**src/core/irq_prio_consts.vh**
```
`ifndef IRQ_PRIO_CONSTS_VH
`define IRQ_PRIO_CONSTS_VH
// ==========================================================
// Register byte addresses on the bus
`define IDX_PRIO_PORT_T16 16'hFF20
`define IDX_PRIO_T8_SER_CLK_LCD 16'hFF21
`define IDX_PRIO_ADC_TOUCH 16'hFF22
`define IDX_EN_PORT 16'hFF23
`define IDX_EN_TIMER_SERIAL 16'hFF24
`define IDX_EN_CLOCK_LCD 16'hFF25
`define IDX_IRQ_STATUS 16'hFF28
`define IDX_IRQ_CLEAR 16'hFF29
`define IDX_IRQ_ENABLE 16'hFF2A
// ==========================================================
// Writable bit masks
`define MASK_PRIO_ADC_TOUCH 8'hF0
`define MASK_EN_PORT 8'hF8
`define MASK_EN_CLOCK_LCD 8'hFC
`define MASK_EVT 8'h03
// ==========================================================
// Enable bit positions
`define BIT_LOWPORT_EN 3
`define BIT_HIGHPORT0_EN 4
`define BIT_T0_UFLOW_EN 3
`define BIT_T0_MATCH_EN 4
`define BIT_T1_UFLOW_EN 5
`define BIT_T1_MATCH_EN 6
`define BIT_T8_UFLOW_EN 7
`define BIT_SER_RXFAULT_EN 0
`define BIT_SER_RXDONE_EN 1
`define BIT_SER_TXDONE_EN 2
`define BIT_LCD_EN 2
`define BIT_HZ32_EN 3
`define BIT_HZ8_EN 4
`define BIT_HZ2_EN 5
`define BIT_HZ1_EN 6
`define BIT_MIN_EN 7
// ==========================================================
// Reset values
`define RST_REG 8'h00
`endif

```
**src/core/irq_prio_regs.v**
```verilog
`include "irq_prio_consts.vh"
module irq_prio_regs (
    input wire clk,
    input wire sys_rst,
    input wire [15:0] avs_address,
    input wire avs_read,
    input wire avs_write,
    input wire [31:0] avs_writedata,
    output reg [31:0] avs_readdata,
    output reg avs_waitrequest,
    input wire [7:0] src_lowport,
    input wire [3:0] src_highport,
    input wire src_t0_uflow,
    input wire src_t0_match,
    input wire src_t1_uflow,
    input wire src_t1_match,
    input wire src_t8_uflow,
    input wire src_ser_txdone,
    input wire src_ser_rxdone,
    input wire src_ser_rxfault,
    input wire src_min,
    input wire src_hz1,
    input wire src_hz2,
    input wire src_hz8,
    input wire src_hz32,
    input wire src_lcd,
    input wire src_adc,
    input wire src_touch,
    output reg [17:0] req_vec_ff,
    output reg [1:0] req_level_ff,
    output reg req_any_ff,
    output reg irq_ff
);

// ==========================================================
// Input synchronisers
reg [27:0] sync1_ff;
reg [27:0] sync2_ff;
wire [27:0] raw_src;
assign raw_src = {src_lowport, src_highport, src_t0_uflow, src_t0_match, src_t1_uflow,
    src_t1_match, src_t8_uflow, src_ser_txdone, src_ser_rxdone, src_ser_rxfault, src_min,
    src_hz1, src_hz2, src_hz8, src_hz32, src_lcd, src_adc, src_touch};
always @(posedge clk) begin
    if (sys_rst) begin
        sync1_ff <= 28'h0000000;
        sync2_ff <= 28'h0000000;
    end else begin
        sync1_ff <= raw_src;
        sync2_ff <= sync1_ff;
    end
end

// ==========================================================
// Synchronised source lines
wire [7:0] s_lowport;
wire [3:0] s_high;
wire s_t0_uflow;
wire s_t0_match;
wire s_t1_uflow;
wire s_t1_match;
wire s_t8_uflow;
wire s_txdone;
wire s_rxdone;
wire s_rxfault;
wire s_min;
wire s_hz1;
wire s_hz2;
wire s_hz8;
wire s_hz32;
wire s_lcd;
wire s_adc;
wire s_touch;
assign s_lowport = sync2_ff[27:20];
assign s_high = sync2_ff[19:16];
assign s_t0_uflow = sync2_ff[15];
assign s_t0_match = sync2_ff[14];
assign s_t1_uflow = sync2_ff[13];
assign s_t1_match = sync2_ff[12];
assign s_t8_uflow = sync2_ff[11];
assign s_txdone = sync2_ff[10];
assign s_rxdone = sync2_ff[9];
assign s_rxfault = sync2_ff[8];
assign s_min = sync2_ff[7];
assign s_hz1 = sync2_ff[6];
assign s_hz2 = sync2_ff[5];
assign s_hz8 = sync2_ff[4];
assign s_hz32 = sync2_ff[3];
assign s_lcd = sync2_ff[2];
assign s_adc = sync2_ff[1];
assign s_touch = sync2_ff[0];

// ==========================================================
// Registers
reg [7:0] prio_port_t16_ff;
reg [7:0] prio_misc_ff;
reg [7:0] prio_adc_touch_ff;
reg [7:0] en_port_ff;
reg [7:0] en_timer_serial_ff;
reg [7:0] en_clock_lcd_ff;
reg [1:0] evt_status_ff;
reg [1:0] evt_enable_ff;
reg [1:0] any_prev_ff;

function [31:0] rd_mux;
    input [15:0] a;
    input [7:0] r0, r1, r2, r3, r4, r5;
    input [1:0] st, en;
    begin
        case (a)
            `IDX_PRIO_PORT_T16: rd_mux = {24'h000000, r0};
            `IDX_PRIO_T8_SER_CLK_LCD: rd_mux = {24'h000000, r1};
            `IDX_PRIO_ADC_TOUCH: rd_mux = {24'h000000, r2};
            `IDX_EN_PORT: rd_mux = {24'h000000, r3};
            `IDX_EN_TIMER_SERIAL: rd_mux = {24'h000000, r4};
            `IDX_EN_CLOCK_LCD: rd_mux = {24'h000000, r5};
            `IDX_IRQ_STATUS: rd_mux = {30'h00000000, st};
            `IDX_IRQ_ENABLE: rd_mux = {30'h00000000, en};
            default: rd_mux = 32'h00000000;
        endcase
    end
endfunction

// ==========================================================
// Request gating
wire [17:0] gated;

// ==========================================================
// Port requests
assign gated[17] = (|s_lowport) & en_port_ff[`BIT_LOWPORT_EN];
assign gated[16:13] = s_high & en_port_ff[7:`BIT_HIGHPORT0_EN];

// ==========================================================
// Timer requests
assign gated[12] = s_t0_uflow & en_timer_serial_ff[`BIT_T0_UFLOW_EN];
assign gated[11] = s_t0_match & en_timer_serial_ff[`BIT_T0_MATCH_EN];
assign gated[10] = s_t1_uflow & en_timer_serial_ff[`BIT_T1_UFLOW_EN];
assign gated[9] = s_t1_match & en_timer_serial_ff[`BIT_T1_MATCH_EN];
assign gated[8] = s_t8_uflow & en_timer_serial_ff[`BIT_T8_UFLOW_EN];

// ==========================================================
// Serial requests
assign gated[7] = s_txdone & en_timer_serial_ff[`BIT_SER_TXDONE_EN];
assign gated[6] = s_rxdone & en_timer_serial_ff[`BIT_SER_RXDONE_EN];
assign gated[5] = s_rxfault & en_timer_serial_ff[`BIT_SER_RXFAULT_EN];

// ==========================================================
// Clock timer and display requests
assign gated[4] = s_min & en_clock_lcd_ff[`BIT_MIN_EN];
assign gated[3] = s_hz1 & en_clock_lcd_ff[`BIT_HZ1_EN];
assign gated[2] = s_hz2 & en_clock_lcd_ff[`BIT_HZ2_EN];
assign gated[1] = (s_hz8 & en_clock_lcd_ff[`BIT_HZ8_EN])
    | (s_hz32 & en_clock_lcd_ff[`BIT_HZ32_EN]);
assign gated[0] = s_lcd & en_clock_lcd_ff[`BIT_LCD_EN];

// ==========================================================
// Level tags per group
// Analog groups have no enable in this bank; their priority tags them only
wire [1:0] lvl_lowport = prio_port_t16_ff[5:4];
wire [1:0] lvl_high = prio_port_t16_ff[7:6];
wire [1:0] lvl_t1 = prio_port_t16_ff[3:2];
wire [1:0] lvl_t0 = prio_port_t16_ff[1:0];
wire [1:0] lvl_t8 = prio_misc_ff[7:6];
wire [1:0] lvl_ser = prio_misc_ff[5:4];
wire [1:0] lvl_clk = prio_misc_ff[3:2];
wire [1:0] lvl_lcd = prio_misc_ff[1:0];
wire [1:0] lvl_adc = prio_adc_touch_ff[7:6];
wire [1:0] lvl_touch = prio_adc_touch_ff[5:4];

function [1:0] max2;
    input [1:0] a;
    input [1:0] b;
    begin
        max2 = (a > b) ? a : b;
    end
endfunction

// Level of a group while it requests, else level 0
function [1:0] grp_level;
    input active;
    input [1:0] lvl;
    begin
        grp_level = active ? lvl : 2'h0;
    end
endfunction

wire [1:0] tag_lowport = grp_level(gated[17], lvl_lowport);
wire [1:0] tag_high = grp_level(|gated[16:13], lvl_high);
wire [1:0] tag_t0 = grp_level(gated[12] | gated[11], lvl_t0);
wire [1:0] tag_t1 = grp_level(gated[10] | gated[9], lvl_t1);
wire [1:0] tag_t8 = grp_level(gated[8], lvl_t8);
wire [1:0] tag_ser = grp_level(|gated[7:5], lvl_ser);
wire [1:0] tag_clk = grp_level(|gated[4:1], lvl_clk);
wire [1:0] tag_lcd = grp_level(gated[0], lvl_lcd);
wire [1:0] tag_adc = grp_level(s_adc, lvl_adc);
wire [1:0] tag_touch = grp_level(s_touch, lvl_touch);

reg [1:0] nxt_level;
always @* begin
    nxt_level = 2'h0;
    nxt_level = max2(nxt_level, tag_lowport);
    nxt_level = max2(nxt_level, tag_high);
    nxt_level = max2(nxt_level, tag_t0);
    nxt_level = max2(nxt_level, tag_t1);
    nxt_level = max2(nxt_level, tag_t8);
    nxt_level = max2(nxt_level, tag_ser);
    nxt_level = max2(nxt_level, tag_clk);
    nxt_level = max2(nxt_level, tag_lcd);
    nxt_level = max2(nxt_level, tag_adc);
    nxt_level = max2(nxt_level, tag_touch);
end

// ==========================================================
// Bus slave and register writes
wire wr_hit = avs_write & avs_waitrequest;
wire rd_hit = avs_read & avs_waitrequest;
wire [7:0] wd = avs_writedata[7:0];
wire [17:0] vec_full = gated;
wire any_req = (|gated) | s_touch | s_adc;
wire clk_req = |gated[4:1];
wire [1:0] evt_now;
assign evt_now[0] = any_req & ~any_prev_ff[0];
assign evt_now[1] = clk_req & ~any_prev_ff[1];

function reg_hit;
    input [15:0] a;
    input [15:0] idx;
    begin
        reg_hit = (a == idx);
    end
endfunction

wire wr_prio_port_t16 = wr_hit & reg_hit(avs_address, `IDX_PRIO_PORT_T16);
wire wr_prio_misc = wr_hit & reg_hit(avs_address, `IDX_PRIO_T8_SER_CLK_LCD);
wire wr_prio_adc_touch = wr_hit & reg_hit(avs_address, `IDX_PRIO_ADC_TOUCH);
wire wr_en_port = wr_hit & reg_hit(avs_address, `IDX_EN_PORT);
wire wr_en_timer_serial = wr_hit & reg_hit(avs_address, `IDX_EN_TIMER_SERIAL);
wire wr_en_clock_lcd = wr_hit & reg_hit(avs_address, `IDX_EN_CLOCK_LCD);
wire wr_evt_clear = wr_hit & reg_hit(avs_address, `IDX_IRQ_CLEAR);
wire wr_evt_enable = wr_hit & reg_hit(avs_address, `IDX_IRQ_ENABLE);

// ==========================================================
// Bus handshake: one wait cycle, then one answer cycle
always @(posedge clk) begin
    if (sys_rst) begin
        avs_waitrequest <= 1'b1;
    end else begin
        avs_waitrequest <= ~((avs_read | avs_write) & avs_waitrequest);
    end
end

// ==========================================================
// Read data
always @(posedge clk) begin
    if (sys_rst) begin
        avs_readdata <= 32'h00000000;
    end else if (rd_hit) begin
        avs_readdata <= rd_mux(avs_address, prio_port_t16_ff, prio_misc_ff,
            prio_adc_touch_ff, en_port_ff, en_timer_serial_ff, en_clock_lcd_ff,
            evt_status_ff, evt_enable_ff);
    end
end

// ==========================================================
// Priority registers
// Port and 16-bit timer levels
always @(posedge clk) begin
    if (sys_rst) begin
        prio_port_t16_ff <= `RST_REG;
    end else if (wr_prio_port_t16) begin
        prio_port_t16_ff <= wd;
    end
end

// 8-bit timer, serial, clock timer and display levels
always @(posedge clk) begin
    if (sys_rst) begin
        prio_misc_ff <= `RST_REG;
    end else if (wr_prio_misc) begin
        prio_misc_ff <= wd;
    end
end

// Converter and touch levels; low nibble unimplemented
always @(posedge clk) begin
    if (sys_rst) begin
        prio_adc_touch_ff <= `RST_REG;
    end else if (wr_prio_adc_touch) begin
        prio_adc_touch_ff <= wd & `MASK_PRIO_ADC_TOUCH;
    end
end

// ==========================================================
// Enable registers
// Port enables; low three bits unimplemented
always @(posedge clk) begin
    if (sys_rst) begin
        en_port_ff <= `RST_REG;
    end else if (wr_en_port) begin
        en_port_ff <= wd & `MASK_EN_PORT;
    end
end

// Timer and serial enables
always @(posedge clk) begin
    if (sys_rst) begin
        en_timer_serial_ff <= `RST_REG;
    end else if (wr_en_timer_serial) begin
        en_timer_serial_ff <= wd;
    end
end

// Clock timer and display enables; low two bits unimplemented
always @(posedge clk) begin
    if (sys_rst) begin
        en_clock_lcd_ff <= `RST_REG;
    end else if (wr_en_clock_lcd) begin
        en_clock_lcd_ff <= wd & `MASK_EN_CLOCK_LCD;
    end
end

// ==========================================================
// Event status, enable and clear
always @(posedge clk) begin
    if (sys_rst) begin
        evt_enable_ff <= 2'h0;
    end else if (wr_evt_enable) begin
        evt_enable_ff <= wd[1:0];
    end
end

// Set wins over clear
always @(posedge clk) begin
    if (sys_rst) begin
        evt_status_ff <= 2'h0;
    end else if (wr_evt_clear) begin
        evt_status_ff <= (evt_status_ff & ~wd[1:0]) | evt_now;
    end else begin
        evt_status_ff <= evt_status_ff | evt_now;
    end
end

// Previous request levels for rise detection
always @(posedge clk) begin
    if (sys_rst) begin
        any_prev_ff <= 2'h0;
    end else begin
        any_prev_ff <= {clk_req, any_req};
    end
end

// ==========================================================
// Outputs
always @(posedge clk) begin
    if (sys_rst) begin
        req_vec_ff <= 18'h00000;
        req_level_ff <= 2'h0;
        req_any_ff <= 1'b0;
        irq_ff <= 1'b0;
    end else begin
        req_vec_ff <= vec_full;
        req_level_ff <= nxt_level;
        req_any_ff <= any_req;
        irq_ff <= |(evt_status_ff & evt_enable_ff);
    end
end

endmodule

```
**config.mk**
```make
export PLATFORM = sky130hd
export DESIGN_NAME = irq_prio_regs
export DESIGN_NICKNAME = d
export VERILOG_FILES = /design/src/core/irq_prio_regs.v
export VERILOG_INCLUDE_DIRS = /design/src /design/src/core
export SDC_FILE = /design/constraint.sdc
export NUM_CORES = 1
export LEC_CHECK = 0
export BUFFER_PORTS_ARGS = -buffer_cell sky130_fd_sc_hd__buf_2
export CAP_MARGIN = 20
export CORE_ASPECT_RATIO = 1.2
export CORE_UTILIZATION = 45
export DETAILED_ROUTE_END_ITERATION = 8
export HOLD_SLACK_MARGIN = 0.15
export PLACE_DENSITY = 0.69
export SYNTH_ARGS = -nofsm -noshare
export SYNTH_HDL_FRONTEND = slang
export SYNTH_SLANG_ARGS = --single-unit
export TNS_END_PERCENT = 100
```
**constraint.sdc**
```tcl
create_clock -name clk -period 5.52 [get_ports clk]
set_clock_uncertainty 0.15 [all_clocks]
set_input_delay 0.276 -clock clk [delete_from_list [all_inputs] [get_ports clk]]
set_output_delay 0.276 -clock clk [all_outputs]
set_load 0.02 [all_outputs]
```
After elaboration in Yosys (flattened, before gate mapping)
Index checks and enable logic that the tools add are counted.
{"block": "totals", "wordCells": 107, "ff_bits": 156, "out_inout_bits": 55}
{"block": "classes", "eq_ne": 9, "reduce_logical": 6, "n_lt_le_gt_ge": 10, "n_mux": 22, "bitwise_logic": 43}
{"op": "16-bit == test, second input constant", "count": 9}
{"op": "8-bit one-hot mux with 8 select lines", "count": 1}
{"op": "2-bit two-way mux", "count": 21}
{"op": "1-bit bitwise AND", "count": 28}
{"op": "2-bit > comparator", "count": 9}
{"op": "18-bit OR reduction", "count": 1}
{"op": "4-bit OR reduction", "count": 2}
{"op": "8-bit OR reduction", "count": 1}
{"op": "1-bit OR", "count": 6}
{"op": "2-bit bitwise AND", "count": 2}
{"op": "4-bit bitwise AND", "count": 1}
{"op": "2-bit OR", "count": 2}
{"op": "1-bit NOT", "count": 3}
{"op": "3-bit OR reduction", "count": 1}
{"op": "1-bit by 2-bit > comparator with 1-bit output, first input constant", "count": 1}
{"op": "2-bit NOT", "count": 1}
{"op": "2-bit OR reduction", "count": 1}

Logic depth before layout (Yosys ltp)
Gate-level depths: netlist (run 1).
{"block": "depth", "word_depth": 23, "mapped_depth": 27, "depth_no_buf": 27}

Worst setup path after synthesis (run 1)
No wires, ideal clock.
{"block": "synth_timing", "kind": "reg-to-reg", "start": "register sync2_ff[25]", "end": "register req_level_ff[0]", "path_stages_with_launch": 26, "arrival_time_ns": 4.625, "period_less_slack_ns": 4.892, "required_ns": 5.254, "setup_ns": 0.116, "slack_ns": 0.628, "path_cell_list": "dfxtp_1 > or4_1 > o21a_1 > and2_1 > inv_1 > ha_1 > ha_1 > ha_1 > ha_1 > ha_1 > ha_1 > inv_1 > ha_1 > o22ai_1 > a311o_1 > o221ai_1 > nor2_1 > ha_1 > nand2_1 > o21ai_0 > o31ai_1 > ha_1 > nand2_1 > o21ai_0 > or3_1 > o211a_1"}
{"block": "synth_between", "elab_chain_len": 23}
{"element": "from (decl)", "line_no": "irq_prio_regs.v:38", "text": "reg [27:0] sync2_ff;"}
{"element": "from (signal assigned)", "line_no": "irq_prio_regs.v:49", "text": "sync2_ff <= sync1_ff;"}
{"element": "8-bit OR reduction (*)", "line_no": "irq_prio_regs.v:129", "text": "assign gated[17] = (|s_lowport) & en_port_ff[`BIT_LOWPORT_EN];"}
{"element": "1-bit bitwise AND (*)", "line_no": "irq_prio_regs.v:129"}
{"element": "2-bit two-way mux (*)", "line_no": "irq_prio_regs.v:182", "text": "grp_level = active ? lvl : 2'h0;"}
{"element": "1-bit by 2-bit > comparator with 1-bit output", "line_no": "irq_prio_regs.v:173", "text": "max2 = (a > b) ? a : b;"}
{"element": "2-bit two-way mux (*)", "line_no": "irq_prio_regs.v:173"}
{"element": "2-bit > comparator", "line_no": "irq_prio_regs.v:173"}
{"element": "2-bit two-way mux (*)", "line_no": "irq_prio_regs.v:173"}
{"element": "2-bit > comparator", "line_no": "irq_prio_regs.v:173"}
{"element": "[7 not listed]"}
{"element": "2-bit > comparator", "line_no": "irq_prio_regs.v:173"}
{"element": "2-bit two-way mux (*)", "line_no": "irq_prio_regs.v:173"}
{"element": "2-bit > comparator", "line_no": "irq_prio_regs.v:173"}
{"element": "2-bit two-way mux (*)", "line_no": "irq_prio_regs.v:173"}
{"element": "2-bit > comparator", "line_no": "irq_prio_regs.v:173"}
{"element": "2-bit two-way mux (*)", "line_no": "irq_prio_regs.v:173"}
{"element": "2-bit > comparator", "line_no": "irq_prio_regs.v:173"}
{"element": "2-bit two-way mux (*)", "line_no": "irq_prio_regs.v:173"}
{"element": "to (signal assigned)", "line_no": "irq_prio_regs.v:361", "text": "req_level_ff <= nxt_level;"}
{"element": "to (decl)", "line_no": "irq_prio_regs.v:30", "text": "output reg [1:0] req_level_ff,"}
Mark *: on every way between the ends. The rest lies on a longest branch, timed or not.
A chain may end at the register's enable or synchronous reset.

Final worst setup path (run 1)
Same ends and word-level chain as after synthesis.

==> flow_metrics.py, run 1 <==
metrics = {
    "routing": {
        "wirelength_mm": 12.9,
        "drc_errors": 0,
        "detail_route.first_pass.iterations": 6,
        "wire_per_inst_microns": 15.0,
        "final_antenna_net_count": 0,
        "viasPerCell": 5.07,
        "drt_iter0_markers": 269,
        "num_vias": 4346,
    },
    "clock_tree": {
        "cts_buffers": 17,
        "clock-sinks": 131,
        "clockBufferDepth": 2,
        "cts_tree": "done",
        "cts-root-buf": "clkbuf_16",
        "cts_htree_levels": 4,
        "clk_pin_slew_worst_paths_ps": 60,
        "clk_latency_ps": 420,
    },
    "timing": {
        "fin_tns_setup_ps": 0,
        "max_slew_margin": 0.407,
        "max_slew.worst_pin.slew_ps": 888,
        "setup_viol": 0,
        "hold_violations": 0,
        "post-route-period-util": 0.961,
        "drv_slew": 0,
        "fin_crit_ps": 5310,
        "max_freq_mhz": 188,
    },
    "setup_path": {
        "arrival_ps": 5460,
        "critPathKind": "flip-flop to flip-flop",
        "cp_common_cell": "ha_2",
        "critical-path-max-stage-delay_ps": 530,
        "critical_path_required_ps": 5670,
        "r2r_start": "sync2_ff[25]$_SDFF_PP0_",
        "cp_num_buf_inv": 2,
        "critical_path.top_delay_family": "adder cells",
        "rr_endpoint": "req_level_ff[0]$_SDFF_PP0_",
        "slowest_stage": "or4_4",
        "rrSetupSlack_ps": 210,
        "cp_max_fo": 4,
        "rr_worst_depth": 25,
        "worstSetupStartpointType": "flip-flop",
        "end_kind": "flip-flop",
    },
    "global_routing": {
        "grt_pass1_vias": 4102,
        "grt_usage": 0.216,
        "antenna_found_initial": 0,
        "grt_start_max_net_pins": 86,
        "grt-ovfl-total": 0,
        "grt_pass1_wl_mm": 19.8,
    },
    "min_path": {
        "hold_path.startpoint": "avs_address[3]",
        "whs_path_depth": 4,
        "hp-class": "primary input to flip-flop",
        "min_to": "avs_readdata[2]$_SDFFE_PP0P_",
    },
    "power": {
        "pwr_density_cell_mw_per_mm2": 323,
        "vdd_drop_max_uv": 204,
        "power_leakage_nw": 3.05,
        "power_mw": 2.23,
    },
    "finish": {
        "final_cells": 857,
        "final_cell_mix": "131 x dfxtp_1, 85 x buf_2, 63 x nor2b_1",
        "area_growth_pct": 29.3,
        "nets": 788,
        "final_common_cell": "dfxtp_1",
        "drive_above_1_share": 0.214,
        "antenna_cells": 0,
    },
    "placed_design": {
        "io_buffers": 86,
        "gp_congestion": 0.903,
        "hpwl_mm": 8.93,
        "dp.cells": 779,
    },
    "floorplanning": {
        "core_area_sq_mm": 0.0116,
        "rows": 43,
        "die_area_sq_mm": 0.0123,
        "ios": 135,
        "die_h_microns": 122,
        "fp.dieW_microns": 102,
        "initial_core_util": 0.463,
    },
    "synth": {
        "ys_ff_latch": 131,
        "synth_area_sq_mm": 0.00536,
        "synth_cells": 556,
        "ys_types": 57,
        "postSynthAreaPerCell_sq_um": 9.63,
        "yosysSeqAreaShare": 0.490,
        "ys_async_sr_fraction": 0,
        "synth_ff_type": "dfxtp_1",
        "synth_top_cell_by_area": "dfxtp_1",
        "yosys_warnings": 0,
        "netlist_top_cells_area": "dfxtp_1 49%, nor2b_1 7.5%, mux2i_1 5.8%",
        "synth_edf_count": 0,
        "synth_top_area_frac": 0.490,
    },
    "outcome": {
        "status": "finished, final reports clean",
    },
    "job": {
        "drv_cap": 0,
    },
}
[registers in the layout, summed over array words and instances (netlist names), 6 cells and up]
signal / cells
prio_port_t16_ff: 8
prio_misc_ff: 8
sync2_ff: 28
en_timer_serial_ff: 8
avs_readdata: 8
sync1_ff: 28
en_clock_lcd_ff: 6
req_vec_ff: 18
[layer usage]
| layer | track usage | vias to the layer above | share of wire | wire length (microns) |
|---|---|---|---|---|
| met3 | 0.0484 | 29 | 0.058 | 748 |
| met1 | 0.238 | 2025 | 0.40 | 5130 |
| met4 | 0.116 | 0 | 0.031 | 395 |
| met2 | 0.380 | 179 | 0.51 | 6580 |
| li1 | - | 2113 | - | - |
| met5 | 0 | - | 0 | 0 |
[synth_stat cells, drive strengths merged (7+ instances only)]
library cell  count
nor2             60
a21oi            16
mux2              8
buf              36
o21ai            16
mux2i            31
a22o              7
nor2b            64
inv              15
dfxtp           131
nand2            60
nand3            13
clkbuf            8
ha               21
[worst min-delay path: cells and delay by family]
kind / cells / cell delay, ps
buf+inv: 1 / 200
simple gates: 2 / 140
compound gates: 1 / 60
[through the flow]
stage	instance area [sq um]	hold WS, ps	util	worst slack, ps
after global routing	6920	211	0.599	-55.1
after global placement	5820	273	0.503	358
final	6920	173	0.599	213
after CTS	6880	166	0.595	117
after detailed placement	5820	270	0.503	180
after floorplan	5440	226	-	628
[cells by family after synthesis]
logic type / after synthesis / synth area share
DFF: 131 / 0.490
adders and majority gates: 21 / 0.0491
other: 1 / 0.000700
AOI/OAI and AO/OA: 67 / 0.0867
and+or+nand+nor: 237 / 0.236
muxes: 40 / 0.0790
buffers and inverters: 59 / 0.0591
[final cells by class]
cell class	instances	area (sq um)
fill	998	4640
multi-input combinational	389	2540
tap	157	196
sequential	131	2620
clock inverter	15	180
timing repair buffer	133	901
clock buffer	17	425
inverter	15	56.3
[where the power goes]
part | switching (mW) | leakage [nW] | internal, mW | total, mW
Sequential | 0.00694 | 1.07 | 0.966 | 0.973
Clock | 0.424 | 0.290 | 0.713 | 1.14
Combinational | 0.0663 | 1.69 | 0.0556 | 0.122
[worst max-delay path by stage]
stage | slack, ps | start | cells past startpoint | to
2_1_floorplan | 630 | sync2_ff[25]$_SDFF_PP0_ | 25 | req_level_ff[0]$_SDFF_PP0_
3_3_place_gp | 360 | sync2_ff[25]$_SDFF_PP0_ | 25 | req_level_ff[0]$_SDFF_PP0_
3_5_place_dp | 180 | sync2_ff[25]$_SDFF_PP0_ | 25 | req_level_ff[0]$_SDFF_PP0_
4_1_cts | 120 | sync2_ff[25]$_SDFF_PP0_ | 25 | req_level_ff[0]$_SDFF_PP0_
5_1_grt | -60 | sync2_ff[25]$_SDFF_PP0_ | 25 | req_level_ff[0]$_SDFF_PP0_
6_report | 210 | sync2_ff[25]$_SDFF_PP0_ | 25 | req_level_ff[0]$_SDFF_PP0_
[what timing repair did]
action	CTS	global route
hold buffers	46	0
endpoints found under the hold margin	83	0
endpoints found under the setup margin	0	1
gates resized for setup	0	14
buffers inserted	0	0
Power figures use the tool's default switching activity.
==> run 2: changes to the inputs <==
--- a/config.mk
+++ b/config.mk
@@ -12,7 +12,7 @@
 export CORE_UTILIZATION = 45
 export DETAILED_ROUTE_END_ITERATION = 8
 export HOLD_SLACK_MARGIN = 0.15
-export PLACE_DENSITY = 0.69
+export PLACE_DENSITY = 0.66
 export SYNTH_ARGS = -nofsm -noshare
 export SYNTH_HDL_FRONTEND = slang
 export SYNTH_SLANG_ARGS = --single-unit
==> flow_metrics.py, run 2 (synthesis gave the netlist of run 1 again) <==
metrics = {
    "outcome": {
        "status": "finished, final reports clean",
    },
    "finish": {
        "drive_above_1_share": 0.210,
        "final_common_cell": "dfxtp_1",
        "final_cell_mix": "131 x dfxtp_1, 85 x buf_2, 63 x nor2b_1",
        "fin_area_sq_mm": 0.00692,
        "antenna_cells": 0,
        "area_growth_pct": 29.2,
        "nets": 784,
        "utilization": 0.598,
        "largestRegisters": "sync1_ff: 28 flops, sync2_ff: 28 flops, req_vec_ff: 18 flops",
    },
    "routing": {
        "final_antenna_net_count": 0,
        "viasPerCell": 5.02,
        "wire_per_inst_microns": 14.9,
        "detail_route.first_pass.iterations": 7,
        "num_vias": 4278,
        "drt_iter0_markers": 167,
        "drc_errors": 0,
        "wirelength_mm": 12.7,
    },
    "clock_tree": {
        "clockBufferDepth": 2,
        "clk_pin_slew_worst_paths_ps": 60,
        "cts_tree": "done",
        "clock-sinks": 131,
        "clk_latency_ps": 420,
        "cts_buffers": 17,
        "cts_setup_buffers": 0,
        "cts-root-buf": "clkbuf_16",
        "cts_htree_levels": 4,
    },
    "setup_path": {
        "cp_max_fo": 4,
        "slowest_stage": "or4_4",
        "critical-path-max-stage-delay_ps": 540,
        "rrSetupSlack_ps": 290,
        "cp_common_cell": "ha_1",
        "rr_worst_depth": 25,
        "arrival_ps": 5380,
        "end_kind": "flip-flop",
        "worstSetupStartpointType": "flip-flop",
        "critPathKind": "flip-flop to flip-flop",
        "critical_path_required_ps": 5670,
    },
    "timing": {
        "max_slew_margin": 0.402,
        "setup_viol": 0,
        "max_freq_mhz": 191,
        "drv_slew": 0,
        "hold_violations": 0,
        "fin_crit_ps": 5230,
        "post-route-period-util": 0.948,
        "rsz0062_at_grt": "false",
        "fin_tns_setup_ps": 0,
        "max_slew.worst_pin.slew_ps": 895,
    },
    "global_routing": {
        "grt-ovfl-total": 0,
        "antenna_found_initial": 0,
        "grt_usage": 0.220,
        "grt_start_max_net_pins": 78,
        "grt_pass1_wl_mm": 20.2,
        "grt_pass1_vias": 4178,
    },
    "floorplanning": {
        "ios": 135,
        "die_area_sq_mm": 0.0123,
        "rows": 43,
        "die_h_microns": 122,
        "initial_core_util": 0.463,
        "fp.dieW_microns": 102,
        "core_area_sq_mm": 0.0116,
    },
    "placed_design": {
        "io_buffers": 86,
        "dpl-instance-area_sq_mm": 0.00582,
        "gp_congestion": 0.896,
        "hpwl_mm": 8.90,
    },
    "power": {
        "power_leakage_nw": 3.06,
        "vdd_drop_max_uv": 214,
        "pwr_density_cell_mw_per_mm2": 336,
        "power_mw": 2.32,
    },
    "min_path": {
        "whs_path_depth": 4,
        "hp-class": "primary input to flip-flop",
    },
    "job": {
        "drv_cap": 0,
    },
}
run 2: changes by cell type in the layout (fill, tap and decap cells not counted):
cell           previous run  this run
o31ai_2                   1         0
o21ai_2                   1         0
ha_1                     15        17
o31ai_1                   0         1
clkinvlp_4                3         2
o21ai_1                   5         6
ha_2                      6         4
clkinv_2                  3         2
bufinv_16                 3         5
dlygate4sd3_1            46        42
run 2: power breakdown:
part	leakage (nW)	switching [mW]	internal [mW]
registers	1.07	0.00656	0.966
clock network	0.315	0.424	0.806
logic	1.67	0.0656	0.0538
total	3.06	0.497	1.83
run 2: metal layers:
layer / vias to the layer above / global-route usage / share of wire
met5: - / 0 / 0
met4: 0 / 0.133 / 0.039
met3: 42 / 0.0530 / 0.050
met2: 151 / 0.373 / 0.51
met1: 1977 / 0.248 / 0.41
li1: 2108 / - / -
run 2: critical path, delay by kind of cell, from the launching register on:
kind | cells | cell delay (ps)
flip-flops | 1 | 290
buffers and inverters | 2 | 110
adder cells (fa/ha/maj) | 9 | 1940
AND/OR/NAND/NOR | 6 | 1220
AO/OA/AOI/OAI | 8 | 1390
run 2: per-stage QoR:
stage               instances  worst slack, ps  hold WS (ps)
floorplan                 579              628           226
global placement          779              344           272
detailed placement        779              198           271
CTS                       853              172           167
global route              853             1.77           203
finish                    853              289           176
run 2: path summary, 6_finish.rpt:
kind | startpoint | end
max | sync2_ff[25]$_SDFF_PP0_ | req_level_ff[0]$_SDFF_PP0_
min | avs_address[3] | avs_readdata[2]$_SDFFE_PP0P_
max reg2reg | sync2_ff[25]$_SDFF_PP0_ | req_level_ff[0]$_SDFF_PP0_
min reg2reg | sync1_ff[1]$_SDFF_PP0_ | sync2_ff[1]$_SDFF_PP0_
run 2: repair_timing:
item | CTS | global route
endpoints found under the hold margin | 77 | 0
hold buffers | 42 | 0
gates resized for setup | 0 | 10
setup endpoints to repair | 0 | 1
run 2: layout make-up:
class	instances	area (sq um)
clock inverters	15	228
multi-input cells	389	2530
clock buffers	17	425
repair buffers	129	861
well taps	157	196
inverters	15	56.3
fillers	965	4650
flip-flops and latches	131	2620
==> run 3: changes to the inputs <==
--- a/config.mk
+++ b/config.mk
@@ -9,10 +9,11 @@
 export BUFFER_PORTS_ARGS = -buffer_cell sky130_fd_sc_hd__buf_2
 export CAP_MARGIN = 20
 export CORE_ASPECT_RATIO = 1.2
-export CORE_UTILIZATION = 45
+export CORE_UTILIZATION = 40
 export DETAILED_ROUTE_END_ITERATION = 8
 export HOLD_SLACK_MARGIN = 0.15
-export PLACE_DENSITY = 0.66
+export PLACE_DENSITY = 0.6
+export REMOVE_ABC_BUFFERS = 1
 export SYNTH_ARGS = -nofsm -noshare
 export SYNTH_HDL_FRONTEND = slang
 export SYNTH_SLANG_ARGS = --single-unit
==> flow_metrics.py, run 3 (synthesis gave the netlist of run 1 again) <==
metrics = {
    "outcome": {
        "status": "finished, final reports clean",
    },
    "finish": {
        "fin_area_sq_mm": 0.00683,
        "final_cell_mix": "131 x dfxtp_1, 85 x buf_2, 64 x nor2b_1",
        "area_growth_pct": 27.6,
        "largestRegisters": "sync1_ff: 28 flops, sync2_ff: 28 flops, req_vec_ff: 18 flops",
        "antenna_cells": 0,
        "drive_above_1_share": 0.202,
        "final_common_cell": "dfxtp_1",
        "nets": 780,
        "nFillCells": 1184,
    },
    "timing": {
        "max_freq_mhz": 193,
        "max_slew_margin": 0.326,
        "drv_slew": 0,
        "hold_violations": 0,
        "fin_tns_setup_ps": 0,
        "fin_crit_ps": 5190,
        "rsz0062_at_grt": "false",
        "setup_viol": 0,
        "fin_ws_ps": 328,
        "max_slew.worst_pin.slew_ps": 1010,
        "post-route-period-util": 0.940,
    },
    "clock_tree": {
        "cts_buffers": 17,
        "cts_htree_levels": 4,
        "cts_tree": "done",
        "clock-sinks": 131,
        "clk_latency_ps": 400,
        "clockBufferDepth": 2,
        "clk_pin_slew_worst_paths_ps": 50,
        "cts-root-buf": "clkbuf_16",
    },
    "floorplanning": {
        "die_h_microns": 129,
        "ios": 135,
        "rows": 45,
        "die_area_sq_mm": 0.0139,
        "core_area_sq_mm": 0.0128,
        "fp.dieW_microns": 108,
        "initial_core_util": 0.417,
    },
    "placed_design": {
        "io_buffers": 86,
        "gp_congestion": 0.919,
        "dpl-instance-area_sq_mm": 0.00583,
        "hpwl_mm": 8.90,
        "preCtsSetupSlack_ps": 150,
    },
    "setup_path": {
        "critical_path_required_ps": 5670,
        "cp_max_fo": 4,
        "worstSetupStartpointType": "flip-flop",
        "rrSetupSlack_ps": 330,
        "slowest_stage": "or4_1",
        "cp_num_buf_inv": 2,
        "critical_path.top_delay_family": "adder cells",
        "cp_common_cell": "ha_1",
        "critical-path-max-stage-delay_ps": 530,
        "critical_path_depth": 25,
        "critPathKind": "flip-flop to flip-flop",
        "rr_worst_depth": 25,
        "end_kind": "flip-flop",
        "rr_endpoint": "req_level_ff[0]$_SDFF_PP0_",
        "r2r_start": "sync2_ff[25]$_SDFF_PP0_",
        "arrival_ps": 5340,
    },
    "routing": {
        "final_antenna_net_count": 0,
        "drc_errors": 0,
        "detail_route.first_pass.iterations": 7,
        "top_layer_used": "met4",
        "dr_wl_met3_microns": 542,
        "viasPerCell": 4.96,
        "drt_iter0_markers": 189,
        "wirelength_mm": 12.3,
        "num_vias": 4230,
        "met1Wirelength_mm": 5.26,
        "met2_length_mm": 6.28,
        "wire_per_inst_microns": 14.4,
    },
    "min_path": {
        "min_to": "avs_readdata[2]$_SDFFE_PP0P_",
        "whs_path_depth": 4,
        "hold_path.startpoint": "avs_address[3]",
        "hp-class": "primary input to flip-flop",
    },
    "global_routing": {
        "grt_pass1_wl_mm": 19.6,
        "grt_usage": 0.187,
        "antenna_found_initial": 0,
        "grt-ovfl-total": 0,
        "grt_start_max_net_pins": 64,
        "grt_pass1_vias": 3946,
    },
    "power": {
        "pwr_density_cell_mw_per_mm2": 326,
        "vdd_drop_max_uv": 174,
        "power_leakage_nw": 3.01,
        "power_mw": 2.23,
    },
    "job": {
        "drv_cap": 0,
    },
}
-- run 3: cell types whose count changed in the layout (fill, tap and decap cells not counted), sizes merged --
cell / change
inv: -4
clkbuf: +1
clkinvlp: +1
clkinv: -1
dlygate4sd3: -4
bufinv: -1
-- run 3: what timing repair did --
item	in CTS	in global routing
endpoints found under the setup margin	0	1
hold endpoints to repair	72	0
setup buffers	0	0
gates resized for setup	0	7
hold buffers	38	0
-- run 3: routing by layer --
metal | global-route usage | up-vias
met2 | 0.334 | 116
met4 | 0.0806 | 0
met5 | 0 | -
li1 | - | 2094
met1 | 0.215 | 2006
met3 | 0.0395 | 14
-- run 3: tightest hold or removal path: stages --
cell and delay, ps:
buf_2 210, nor2_1 80, nand2_1 60, o21ai_0 60
-- run 3: power by group --
part           switching (mW)  internal (mW)
combinational          0.0645         0.0507
sequential            0.00607          0.967
clock                   0.383          0.755
-- run 3: worst max path at each step --
stage,end,from,slack (ps)
final,req_level_ff[0]$_SDFF_PP0_,sync2_ff[25]$_SDFF_PP0_,330
after global routing,req_level_ff[0]$_SDFF_PP0_,sync2_ff[25]$_SDFF_PP0_,20
after CTS,req_level_ff[0]$_SDFF_PP0_,sync2_ff[25]$_SDFF_PP0_,130
after detailed placement,req_level_ff[0]$_SDFF_PP0_,sync2_ff[25]$_SDFF_PP0_,150
after global placement,req_level_ff[0]$_SDFF_PP0_,sync2_ff[25]$_SDFF_PP0_,330
after floorplan,req_level_ff[0]$_SDFF_PP0_,sync2_ff[25]$_SDFF_PP0_,630
-- run 3: layout make-up --
| class | count | area, sq um | share of cell area |
|---|---|---|---|
| Timing Repair Buffer | 125 | 821 | 0.120 |
| Sequential cell | 131 | 2620 | 0.384 |
| Clock buffer | 18 | 439 | 0.0643 |
| Clock inverter | 10 | 161 | 0.0236 |
| Multi-Input combinational cell | 389 | 2530 | 0.370 |
| Inverter | 15 | 56.3 | 0.00824 |
| Tap cell | 164 | 205 | 0.0300 |
-- run 3: metrics by stage --
stage | hold slack (ps) | cells | util
finish | 178 | 852 | 0.532
global route | 200 | 852 | 0.532
CTS | 163 | 852 | 0.530
detailed placement | 273 | 786 | 0.454
global placement | 269 | 786 | 0.454
floorplan | 193 | 535 | -
